==> src/hw/_unused_placeholder_removed.sv <==
// Intentionally empty design file holding no logic
`timescale 1ns/1ps

==> src/include/exec_pkg.sv <==
// Shared constants, types and register map of the instruction execution block
package exec_pkg;
	localparam int ADDR_W = 32;
	localparam int DATA_W = 32;
	localparam int PC_W = 15;
	localparam int PCH_W = 7;
	localparam int FADDR_W = 7;
	localparam int FDEPTH = 128;

	// Register byte offsets
	localparam logic [11:0] OFF_INSTR = 12'h000;
	localparam logic [11:0] OFF_WORK = 12'h004;
	localparam logic [11:0] OFF_PC = 12'h008;
	localparam logic [11:0] OFF_PCH = 12'h00c;
	localparam logic [11:0] OFF_STACK = 12'h010;
	localparam logic [11:0] OFF_STATUS = 12'h014;
	localparam logic [2:0] FILE_REGION = 3'h1;

	// Status bit positions
	localparam int ST_ZERO_BIT = 0;
	localparam int ST_PD_BIT = 1;
	localparam int ST_TO_BIT = 2;
	localparam int ST_BUSY_BIT = 3;

	// Reset values
	localparam logic [PC_W-1:0] PC_RST = 15'h0000;
	localparam logic [7:0] WORK_RST = 8'h00;
	localparam logic [PCH_W-1:0] PCH_RST = 7'h00;
	localparam logic ZERO_RST = 1'b0;
	localparam logic FLAG_N_RST = 1'b1;

	typedef enum logic [2:0] {
		op_nop = 3'h0,
		op_call_via_work_reg = 3'h1,
		op_clear_file_reg = 3'h2,
		op_clear_work_reg = 3'h3,
		op_clear_watchdog = 3'h4,
		op_complement_file_reg = 3'h5,
		op_decrement_file_reg = 3'h6,
		op_decrement_skip_zero = 3'h7
	} opcode_t;

	// Instruction word, low bits of the write to the instruction register
	typedef struct packed {
		logic [FADDR_W-1:0] faddr;
		logic dest;
		opcode_t op;
	} instr_t;

	localparam int INSTR_W = $bits(instr_t);

	typedef struct packed {
		logic [7:0] value;
		logic zero;
	} alu_out_t;

	typedef enum logic [1:0] {
		st_idle = 2'b00,
		st_exec = 2'b01,
		st_second = 2'b11
	} exec_state_t;
endpackage : exec_pkg
==> src/hw/exec_alu.sv <==
// Result and zero detection for the file register operations
`timescale 1ns/1ps
module exec_alu (
	input wire exec_pkg::opcode_t op,
	input wire logic [7:0] operand,
	output exec_pkg::alu_out_t res
);
	import exec_pkg::*;

	always_comb begin
		res.value = 8'h00;
		unique case (op)
			op_complement_file_reg: res.value = ~operand;
			op_decrement_file_reg, op_decrement_skip_zero: res.value = operand - 8'h01;
			default: res.value = 8'h00;
		endcase
		res.zero = (res.value == 8'h00);
	end
endmodule : exec_alu

==> src/hw/file_ram.sv <==
// File register array, one write port and two read ports
`timescale 1ns/1ps
module file_ram #(
	parameter int WIDTH = 8,
	parameter int DEPTH = 128,
	parameter int AW = 7
) (
	input wire logic hclk,
	input wire logic we,
	input wire logic [AW-1:0] waddr,
	input wire logic [WIDTH-1:0] wdata,
	input wire logic [AW-1:0] raddr_a,
	output logic [WIDTH-1:0] rdata_a,
	input wire logic [AW-1:0] raddr_b,
	output logic [WIDTH-1:0] rdata_b
);
	logic [WIDTH-1:0] mem [DEPTH];

	always_ff @(posedge hclk) begin
		if (we) begin
			mem[waddr] <= wdata;
		end
	end

	assign rdata_a = mem[raddr_a];
	assign rdata_b = mem[raddr_b];
endmodule : file_ram

==> src/hw/instr_exec.sv <==
// Instruction execution subset with AHB-Lite register access
//
// Our own choices: register access over AHB-Lite and the register offsets.
`timescale 1ns/1ps
module instr_exec (
	input wire logic hclk,
	input wire logic hresetn,
	input wire logic hsel,
	input wire logic [exec_pkg::ADDR_W-1:0] haddr,
	input wire logic [1:0] htrans,
	input wire logic hwrite,
	input wire logic [2:0] hsize,
	input wire logic [exec_pkg::DATA_W-1:0] hwdata,
	input wire logic hready,
	input wire logic wdt_timeout_evt,
	input wire logic sleep_evt,
	output logic [exec_pkg::DATA_W-1:0] hrdata,
	output logic hreadyout,
	output logic hresp,
	output logic wdt_clear
);
	import exec_pkg::*;

	logic [1:0] ext_sync1_ff;
	logic [1:0] ext_sync2_ff;
	logic wr_pend_ff;
	logic rd_pend_ff;
	logic [11:0] wr_addr_ff;
	logic [11:0] rd_addr_ff;
	logic [DATA_W-1:0] hrdata_ff;
	logic hreadyout_ff;
	logic wdt_clear_ff;
	logic addr_phase;
	logic addr_hit;
	exec_state_t state_ff;
	exec_state_t nxt_state;
	instr_t instr_ff;
	logic [PC_W-1:0] pc_ff;
	logic [PC_W-1:0] stack_top_ff;
	logic [7:0] work_ff;
	logic [PCH_W-1:0] pch_ff;
	logic zero_ff;
	logic timeout_flag_n_ff;
	logic powerdown_flag_n_ff;
	logic in_exec;
	logic start;
	logic skip;
	logic dest_file;
	logic fwe;
	logic exec_fwe;
	logic bus_fwe;
	logic [FADDR_W-1:0] fwaddr;
	logic [7:0] fwdata;
	logic [7:0] fdata;
	logic [7:0] bus_fdata;
	logic [DATA_W-1:0] rd_mux;
	alu_out_t alu;

	// Two-flop synchronisers for the external watchdog events
	always_ff @(posedge hclk or negedge hresetn) begin
		if (!hresetn) begin
			ext_sync1_ff <= 2'h0;
			ext_sync2_ff <= 2'h0;
		end else begin
			ext_sync1_ff <= {sleep_evt, wdt_timeout_evt};
			ext_sync2_ff <= ext_sync1_ff;
		end
	end

	// Bus address phase capture
	assign addr_phase = hsel && hready && htrans[1];
	assign addr_hit = (haddr[ADDR_W-1:12] == '0) && (haddr[1:0] == 2'h0);

	always_ff @(posedge hclk or negedge hresetn) begin
		if (!hresetn) begin
			wr_pend_ff <= 1'b0;
			wr_addr_ff <= 12'h000;
		end else begin
			wr_pend_ff <= addr_phase && hwrite && addr_hit;
			if (addr_phase && hwrite) begin
				wr_addr_ff <= haddr[11:0];
			end
		end
	end

	// Reads insert one wait state so earlier writes are visible
	always_ff @(posedge hclk or negedge hresetn) begin
		if (!hresetn) begin
			rd_pend_ff <= 1'b0;
			rd_addr_ff <= 12'h000;
			hreadyout_ff <= 1'b1;
			hrdata_ff <= 32'h0000_0000;
		end else begin
			rd_pend_ff <= addr_phase && !hwrite;
			hreadyout_ff <= !(addr_phase && !hwrite);
			if (addr_phase && !hwrite) begin
				rd_addr_ff <= addr_hit ? haddr[11:0] : 12'hfff;
			end
			if (rd_pend_ff) begin
				hrdata_ff <= rd_mux;
			end
		end
	end

	always_comb begin
		rd_mux = 32'h0000_0000;
		if (rd_addr_ff[11:9] == FILE_REGION) begin
			rd_mux[7:0] = bus_fdata;
		end else begin
			unique case (rd_addr_ff)
				OFF_WORK: rd_mux[7:0] = work_ff;
				OFF_PC: rd_mux[PC_W-1:0] = pc_ff;
				OFF_PCH: rd_mux[PCH_W-1:0] = pch_ff;
				OFF_STACK: rd_mux[PC_W-1:0] = stack_top_ff;
				OFF_STATUS: begin
					rd_mux[ST_ZERO_BIT] = zero_ff;
					rd_mux[ST_PD_BIT] = powerdown_flag_n_ff;
					rd_mux[ST_TO_BIT] = timeout_flag_n_ff;
					rd_mux[ST_BUSY_BIT] = (state_ff != st_idle);
				end
				default: rd_mux = 32'h0000_0000;
			endcase
		end
	end

	assign hrdata = hrdata_ff;
	assign hreadyout = hreadyout_ff;
	assign hresp = 1'b0;

	// Instruction start, ignored while busy
	assign start = wr_pend_ff && (wr_addr_ff == OFF_INSTR) && (state_ff == st_idle);
	assign in_exec = (state_ff == st_exec);

	always_ff @(posedge hclk or negedge hresetn) begin
		if (!hresetn) begin
			instr_ff <= '0;
		end else if (start) begin
			instr_ff <= instr_t'(hwdata[INSTR_W-1:0]);
		end
	end

	assign skip = (instr_ff.op == op_decrement_skip_zero) && alu.zero;

	always_comb begin
		nxt_state = state_ff;
		unique case (state_ff)
			st_idle: nxt_state = start ? st_exec : st_idle;
			st_exec: nxt_state = ((instr_ff.op == op_call_via_work_reg) || skip) ? st_second : st_idle;
			st_second: nxt_state = st_idle;
			default: nxt_state = st_idle;
		endcase
	end

	always_ff @(posedge hclk or negedge hresetn) begin
		if (!hresetn) begin
			state_ff <= st_idle;
		end else begin
			state_ff <= nxt_state;
		end
	end

	exec_alu u_alu (
		.op(instr_ff.op),
		.operand(fdata),
		.res(alu)
	);

	assign dest_file = instr_ff.dest && (instr_ff.op inside {op_complement_file_reg,
		op_decrement_file_reg, op_decrement_skip_zero});
	assign exec_fwe = in_exec && (dest_file || (instr_ff.op == op_clear_file_reg));
	assign bus_fwe = wr_pend_ff && (wr_addr_ff[11:9] == FILE_REGION) && !exec_fwe;
	assign fwe = exec_fwe || bus_fwe;
	assign fwaddr = exec_fwe ? instr_ff.faddr : wr_addr_ff[8:2];
	assign fwdata = exec_fwe ? alu.value : hwdata[7:0];

	file_ram #(
		.WIDTH(8),
		.DEPTH(FDEPTH),
		.AW(FADDR_W)
	) u_ram (
		.hclk(hclk),
		.we(fwe),
		.waddr(fwaddr),
		.wdata(fwdata),
		.raddr_a(instr_ff.faddr),
		.rdata_a(fdata),
		.raddr_b(rd_addr_ff[8:2]),
		.rdata_b(bus_fdata)
	);

	// Program counter and return stack top
	always_ff @(posedge hclk or negedge hresetn) begin
		if (!hresetn) begin
			pc_ff <= PC_RST;
			stack_top_ff <= PC_RST;
		end else if (in_exec) begin
			if (instr_ff.op == op_call_via_work_reg) begin
				stack_top_ff <= pc_ff + 15'h0001;
				pc_ff <= {pch_ff, work_ff};
			end else if (skip) begin
				pc_ff <= pc_ff + 15'h0002;
			end else begin
				pc_ff <= pc_ff + 15'h0001;
			end
		end else if (wr_pend_ff && wr_addr_ff == OFF_PC) begin
			pc_ff <= hwdata[PC_W-1:0];
		end
	end

	always_ff @(posedge hclk or negedge hresetn) begin
		if (!hresetn) begin
			pch_ff <= PCH_RST;
		end else if (wr_pend_ff && wr_addr_ff == OFF_PCH) begin
			pch_ff <= hwdata[PCH_W-1:0];
		end
	end

	// Work register
	always_ff @(posedge hclk or negedge hresetn) begin
		if (!hresetn) begin
			work_ff <= WORK_RST;
		end else if (in_exec && instr_ff.op == op_clear_work_reg) begin
			work_ff <= 8'h00;
		end else if (in_exec && !instr_ff.dest && instr_ff.op inside {op_complement_file_reg,
			op_decrement_file_reg, op_decrement_skip_zero}) begin
			work_ff <= alu.value;
		end else if (wr_pend_ff && wr_addr_ff == OFF_WORK) begin
			work_ff <= hwdata[7:0];
		end
	end

	// Zero flag
	always_ff @(posedge hclk or negedge hresetn) begin
		if (!hresetn) begin
			zero_ff <= ZERO_RST;
		end else if (in_exec) begin
			unique case (instr_ff.op)
				op_clear_file_reg, op_clear_work_reg: zero_ff <= 1'b1;
				op_complement_file_reg, op_decrement_file_reg: zero_ff <= alu.zero;
				default: zero_ff <= zero_ff;
			endcase
		end
	end

	// Watchdog status flags, clear instruction wins over events
	always_ff @(posedge hclk or negedge hresetn) begin
		if (!hresetn) begin
			timeout_flag_n_ff <= FLAG_N_RST;
			powerdown_flag_n_ff <= FLAG_N_RST;
		end else if (in_exec && instr_ff.op == op_clear_watchdog) begin
			timeout_flag_n_ff <= 1'b1;
			powerdown_flag_n_ff <= 1'b1;
		end else begin
			if (ext_sync2_ff[0]) begin
				timeout_flag_n_ff <= 1'b0;
			end
			if (ext_sync2_ff[1]) begin
				powerdown_flag_n_ff <= 1'b0;
			end
		end
	end

	always_ff @(posedge hclk or negedge hresetn) begin
		if (!hresetn) begin
			wdt_clear_ff <= 1'b0;
		end else begin
			wdt_clear_ff <= in_exec && (instr_ff.op == op_clear_watchdog);
		end
	end

	assign wdt_clear = wdt_clear_ff;
endmodule : instr_exec

==> config.mk <==
export PLATFORM = sky130hd
export DESIGN_NAME = instr_exec
export DESIGN_NICKNAME = d
export VERILOG_FILES = /design/src/hw/_unused_placeholder_removed.sv /design/src/include/exec_pkg.sv /design/src/hw/exec_alu.sv /design/src/hw/file_ram.sv /design/src/hw/instr_exec.sv
export SDC_FILE = /design/constraint.sdc
export NUM_CORES = 2
export LEC_CHECK = 0
export BUFFER_PORTS_ARGS = -buffer_cell sky130_fd_sc_hd__clkbuf_2
export CAP_MARGIN = 5
export CORE_MARGIN = 3
export CORE_UTILIZATION = 60
export CTS_CLUSTER_DIAMETER = 80
export DETAILED_ROUTE_END_ITERATION = 10
export PLACE_DENSITY_LB_ADDON = 0.25
export SKIP_CTS_REPAIR_TIMING = 1
export SYNTH_ARGS = -nofsm -noshare
export SYNTH_HDL_FRONTEND = slang
export SYNTH_SLANG_ARGS = --single-unit
==> constraint.sdc <==
create_clock -name hclk -period 19.25 [get_ports hclk]
set_input_delay 1.925 -clock hclk [delete_from_list [all_inputs] [get_ports hclk]]
set_output_delay 1.925 -clock hclk [all_outputs]
set_load 0.005 [all_outputs]
# [After elaboration in Yosys (flattened, before gate mapping)]
# Memory sizes are Yosys's and may differ from the RTL's.
# Cells that the tools add are included.
# W data, S select, Z words.
[classes] n_shift=0 bitwise_logic=1 eq_ne=18 n_reduce_logical=44 mul=0 n_mux=27 n_addsub=3 n_lt_le_gt_ge=0 div_mod_pow=0
[op_table] operator="$mux W15" n=4
[op_table] operator="$eq A12 B4 Y1 const B" n=4
[op_table] operator="$mux W8" n=5
[op_table] operator="$eq A12 B3 Y1 const B" n=2
[op_table] operator="$eq A12 B5 Y1 const B" n=2
[op_table] operator="$logic_and A1 B1 Y1" n=20
[op_table] operator="$logic_not A20 Y1" n=1
[op_table] operator="$pmux W4 S5" n=1
[op_table] operator="$pmux W8 S2" n=1
[op_table] operator="$add A15 B1 Y15 const B" n=1
[op_table] operator="$add A15 B2 Y15 const B" n=1
[op_table] operator="$mux W7" n=2
[op_table] operator="$pmux W7 S2" n=1
[op_table] operator="$eq A3 B3 Y1 const B" n=4
[op_table] operator="$logic_not A12 Y1" n=1
[op_table] operator="$mux W12" n=1
[op_table] operator="$pmux W3 S4" n=1
[op_table] operator="$reduce_bool A2 Y1" n=5
[op_table] operator="$eq A3 B1 Y1 const B" n=3
[op_table] operator="$logic_not A8 Y1" n=1
[op_table] operator="$not A8 Y8" n=1
[op_table] operator="$sub A8 B1 Y8 const B" n=1
[op_table] operator="$mux W1" n=7
[op_table] operator="$eq A3 B2 Y1 const B" n=2
[op_table] operator="other kinds (11)" n=21
[word_totals] in_bits=76 n_memories=1 register_bits=125 mem_bits_rw=1024 mem_bits_ro=0 out_inout_bits=35 latchBits=0 elab_cells=114
[mem_list] memory="u_ram.mem" words=128 width=8 read_ports=2 rd_clocked_by_memory_dff=0 wr=1 line="file_ram.sv:17" text="logic [WIDTH-1:0] mem [DEPTH];"

# [Longest topological paths before layout]
[depth] word_depth=10 mapped_depth=23 ltp_nobuf=15

# [By module]
# A second synthesis with hierarchy kept.
[hier_totals] cells_unflattened=2667 area_unflattened_um2=53721.5
[modules_own_cells] module="file_ram" cells_per_inst=2047 area_per_inst_um2=47528.1 seq_area_each_um2=30749.5 n_inst=1
[modules_own_cells] module="instr_exec" cells_per_inst=573 area_per_inst_um2=5906.9 seq_area_each_um2=2706.3 n_inst=1
[modules_own_cells] module="exec_alu" cells_per_inst=47 area_per_inst_um2=286.5 seq_area_each_um2=0.0 n_inst=1

# [Worst setup path before layout]
# Ideal clock, no wire load.
[synth_path] kind="register to register" from="register instr_ff[4] in the netlist's numbering" to="memory u_ram.mem[0][6], data pin" t_arrival_ps=6855 stages_incl_launch_ff=19 path_buffers=6 setup_slack_ps=11503 cell_sequence="dfrtp_1 > buf_6 > buf_12 > buf_6 > buf_2 > buf_4 > buf_2 > mux4_2 > nor2_1 > nor2_1 > o221ai_1 > nand4_1 > inv_1 > ha_1 > inv_1 > nor4_1 > and3_1 > nor3_2 > a21oi_1"
[synth_between] elab_chain_cells=4
[synth_lines] item="start: declaration" line="instr_exec.sv:37" text="instr_t instr_ff;"
[synth_lines] item="start signal: assignment" line="instr_exec.sv:138" text="instr_ff <= instr_t'(hwdata[INSTR_W-1:0]);"
[synth_lines] item="$mem_v2 Z128 W8 (*)"
[synth_lines] item="$sub A8 B1 Y8 or $not A8 Y8 (tied branches)" line="exec_alu.sv:14, exec_alu.sv:13"
[synth_lines] item="$pmux W8 S2 (*)" line="exec_alu.sv:12" text="unique case (op)"
[synth_lines] item="$mux W8 (*)" line="instr_exec.sv:174" text="assign fwdata = exec_fwe ? alu.value : hwdata[7:0];"
[synth_lines] item="named net fwdata[6]" line="instr_exec.sv:53" text="logic [7:0] fwdata;"
[synth_lines] item="end: declaration" line="file_ram.sv:17"
# The timed path passes the listed nets; every way through them passes the cells marked *.

# [Worst setup path in the final report]
[layout_path] from="register instr_ff[4] in the netlist's numbering" to="memory u_ram.mem[104][7], data pin"
# Same word-level chain as after synthesis.

==> metrics <==
Filler cells=5704; Crit path arrival time=8660 ps; # DRC=0; vias in the first global route=around 32000; Clock Latency Late Sink=710 ps; Worst setup SP type=flip-flop; multi-input logic area=slightly below 0.02 mm²; CP peak stage delay=slightly below 800 ps; CTS Buffer Depth=3; Setup CP Type=flip-flop to flip-flop; Final WS setup=11000 ps; Initial Util=about three fifths; register area share after synthesis=between 60% and 70%; synthesis-to-finish area growth=9.287%; Port Buffers=a little over 70; Gate Count Post-Synth=2968; cell area after synthesis=between 0.05 and 0.06 mm²; width of the chip=306.2 µm; status=finished, final reports clean; Cell variety after synth=75; RSZ-0062 raised after global routing=false; final net count=just over 3000; fin. max-slew vios=0; total wire length=~160000 µm; Crit Reg-Reg Startpoint=instr_ff[4]; GP Congestion=just under 1; ys async rst share=under 10%; largest net degree at the start of global routing=~160; Crit. Startpoint=instr_ff[4]; IO Count=111; vias per cell=approximately 7.5; ys flop type=edfxtp_1; Global Route Usage Sum=between 30% and 40%; #FFs+latches synth=1132; first-pass GRT wire length=~230000 µm; Slew Limit Headroom=5.824%; CP endpoint kind=flip-flop; max_cap viols=0; fin crit share=a little over two fifths; Max stage delay cell, worst path=buf_4; GRT overflow=0; min Tclk post-route=about 8300 ps; Critical Path, Cell by Cell=buf_12 -> buf_12 -> buf_4 -> mux4_1 -> mux4_2 -> nand2_1 -> nand2_1 -> o221a_1 -> or4_4 -> or4_4 -> o31a_1 -> mux2i_1 -> mux2_4 -> buf_4; Register Area=between 0.03 and 0.04 mm²; pwr/cell area=92.23 mW/mm²; Max Freq=around 0.12 GHz; Static Leak=between 0.015 and 0.02 µW; CTS tree=built; HPWL after detailed placement=~100000 µm; VDD IR max=approximately 0.000090 V; Die Area=0.09377 mm²; number of synthesized flops with an enable pin=just over 1000; Worst-path clk slew=around 60 ps; Die Ht=306.2 µm; initial antenna violation count=6; final core utilization=about two thirds; Crit Path Max Fanout=approximately 90; total power=~5500 µW; layout cells sized above 1=between 30% and 40%; Hold Violations, Final=0; critical path data required time=19650 ps; Antenna Violating Nets Remaining=0; 1st-iter DRT viols=5000; CTS H-tree lvls=3; Vias=32010; slew at the pin with the worst max-slew slack=around 1400 ps; clk sinks=roughly 1100; Hold Crit Class=flip-flop to flip-flop; Place WS=11030 ps; yosys warns=0; R2R Setup Slk=11000 ps; min-delay src=ext_sync1_ff[0]; Core Rows=109; Clock Root Buffer=clkbuf_16; Setup Total Neg Slack=0 ps; Max Clock Skew=about 37 ps; Initial DRT Pass Iterations=9; core area=a little under 0.09 mm²; mean post-synth cell area=between 15 and 20 µm²; WL per Instance=37.45 µm; TritonCTS Buffers=roughly 120; Setup violations, final=0
-- Yosys cell counts, types with 35 or more instances --
master       n  area (µm²)
a21oi_1     52       260.3
a22oi_1     35       262.8
buf_1       47       176.4
buf_4       45       337.8
clkbuf_1   120       450.4
dfrtp_1    105        2628
edfxtp_1  1024       30750
mux2_2      45       506.7
mux2i_1     91       910.9
mux4_2     594       13380
nand2_1    134       503.0
nand3_1     44       220.2
nor2_1     223       837.1
o21ai_0     42       210.2
-- where the power goes --
part	internal [µW]	total, µW	switching (µW)
clock network	1300	2260	958
logic	190	457	267
registers	2700	2730	38.4
-- path summary, 6_finish.rpt --
check                                    end  cells past startpoint
max in group asynchronous        instr_ff[6]                      2
max reg2reg                u_ram.mem[104][7]                     14
min in group asynchronous     wr_addr_ff[10]                      1
max                        u_ram.mem[104][7]                     14
min reg2reg                  ext_sync2_ff[0]                      0
min                          ext_sync2_ff[0]                      0
-- registers in the layout, indices dropped and copies added (netlist names) --
register	cells
pc_ff	15
u_ram.mem	1024
rd_addr_ff	12
wr_pend_ff	1
wdt_clear	1
ext_sync2_ff	2
state_ff	2
stack_top_ff	15
wr_addr_ff	12
ext_sync1_ff	2
instr_ff	11
zero_ff	1
hrdata	15
powerdown_flag_n_ff	1
rd_pend_ff	1
work_ff	8
hreadyout	1
timeout_flag_n_ff	1
pch_ff	7
-- placed cells by master (no fill, tap or decap), types with 12 or more instances in the layout --
cell          n
edfxtp_1   1024
mux4_2      594
nor2_1      223
nand2_1     134
clkbuf_16   117
dfrtp_1      96
mux2i_1      91
clkbuf_2     70
buf_4        53
a21oi_1      50
nand3_1      44
o21ai_0      42
mux2_2       39
a22oi_1      35
nor3_1       32
o22ai_1      31
clkinv_1     22
clkinv_2     22
inv_1        21
clkbuf_1     21
nor2b_1      19
conb_1       18
nand2b_1     17
a31oi_1      16
or2_2        16
nor4_1       15
and3_1       14
xor2_1       13
a211oi_1     12
bufinv_16    12
-- cell families (layout without fill, tap and decap cells) --
family	after synthesis	in the layout	synth area share [%]
AO/OA/AOI/OAI	244	244	2.950
XOR/XNOR	18	18	0.2915
adder cells (fa/ha/maj)	3	3	0.06941
buffers and inverters	270	365	2.448
flip-flops	1132	1132	61.86
multiplexers	734	734	27.51
other	1	19	0.006934
AND/OR/NAND/NOR	566	566	4.861
-- metal layers --
layer | wire (µm) | global-route usage, % | vias to the layer above | share of wire, %
li1 | - | - | 12390 | -
met5 | 45 | 0 | - | 0.028
met2 | 74920 | 52.60 | 2549 | 47
met1 | 55180 | 47.66 | 16660 | 35
met3 | 21740 | 10.02 | 409 | 14
met4 | 7123 | 14.18 | 6 | 4.5
-- worst max-delay path: cells and delay by family, from the launching register on --
kind | cells | cell delay [ps]
flops | 1 | 740
compound gates | 2 | 670
mux | 4 | 2170
buf+inv | 4 | 2360
simple gates | 4 | 1370
-- layout make-up --
| class | count | area share (%) |
|---|---|---|
| Multi-Input combinational cell | 1583 | 32.86 |
| Clock buffer | 146 | 5.273 |
| Clock inverter | 68 | 1.130 |
| Sequential cell | 1132 | 56.66 |
| Antenna cell | 1 | 0.004234 |
| Timing Repair Buffer | 130 | 1.473 |
| Tap cell | 1165 | 2.466 |
| Inverter | 21 | 0.1334 |
-- through the flow --
step	cells	instance area, µm²	hold slack (ps)
6_report	4246	59100	365.8
5_1_grt	4245	59100	376.8
4_1_cts	4242	59070	370.9
3_5_place_dp	4028	55290	338.7
3_3_place_gp	4028	55290	348.2
2_1_floorplan	2985	54140	331.2
No activity file was read; power rests on OpenSTA's default activity.
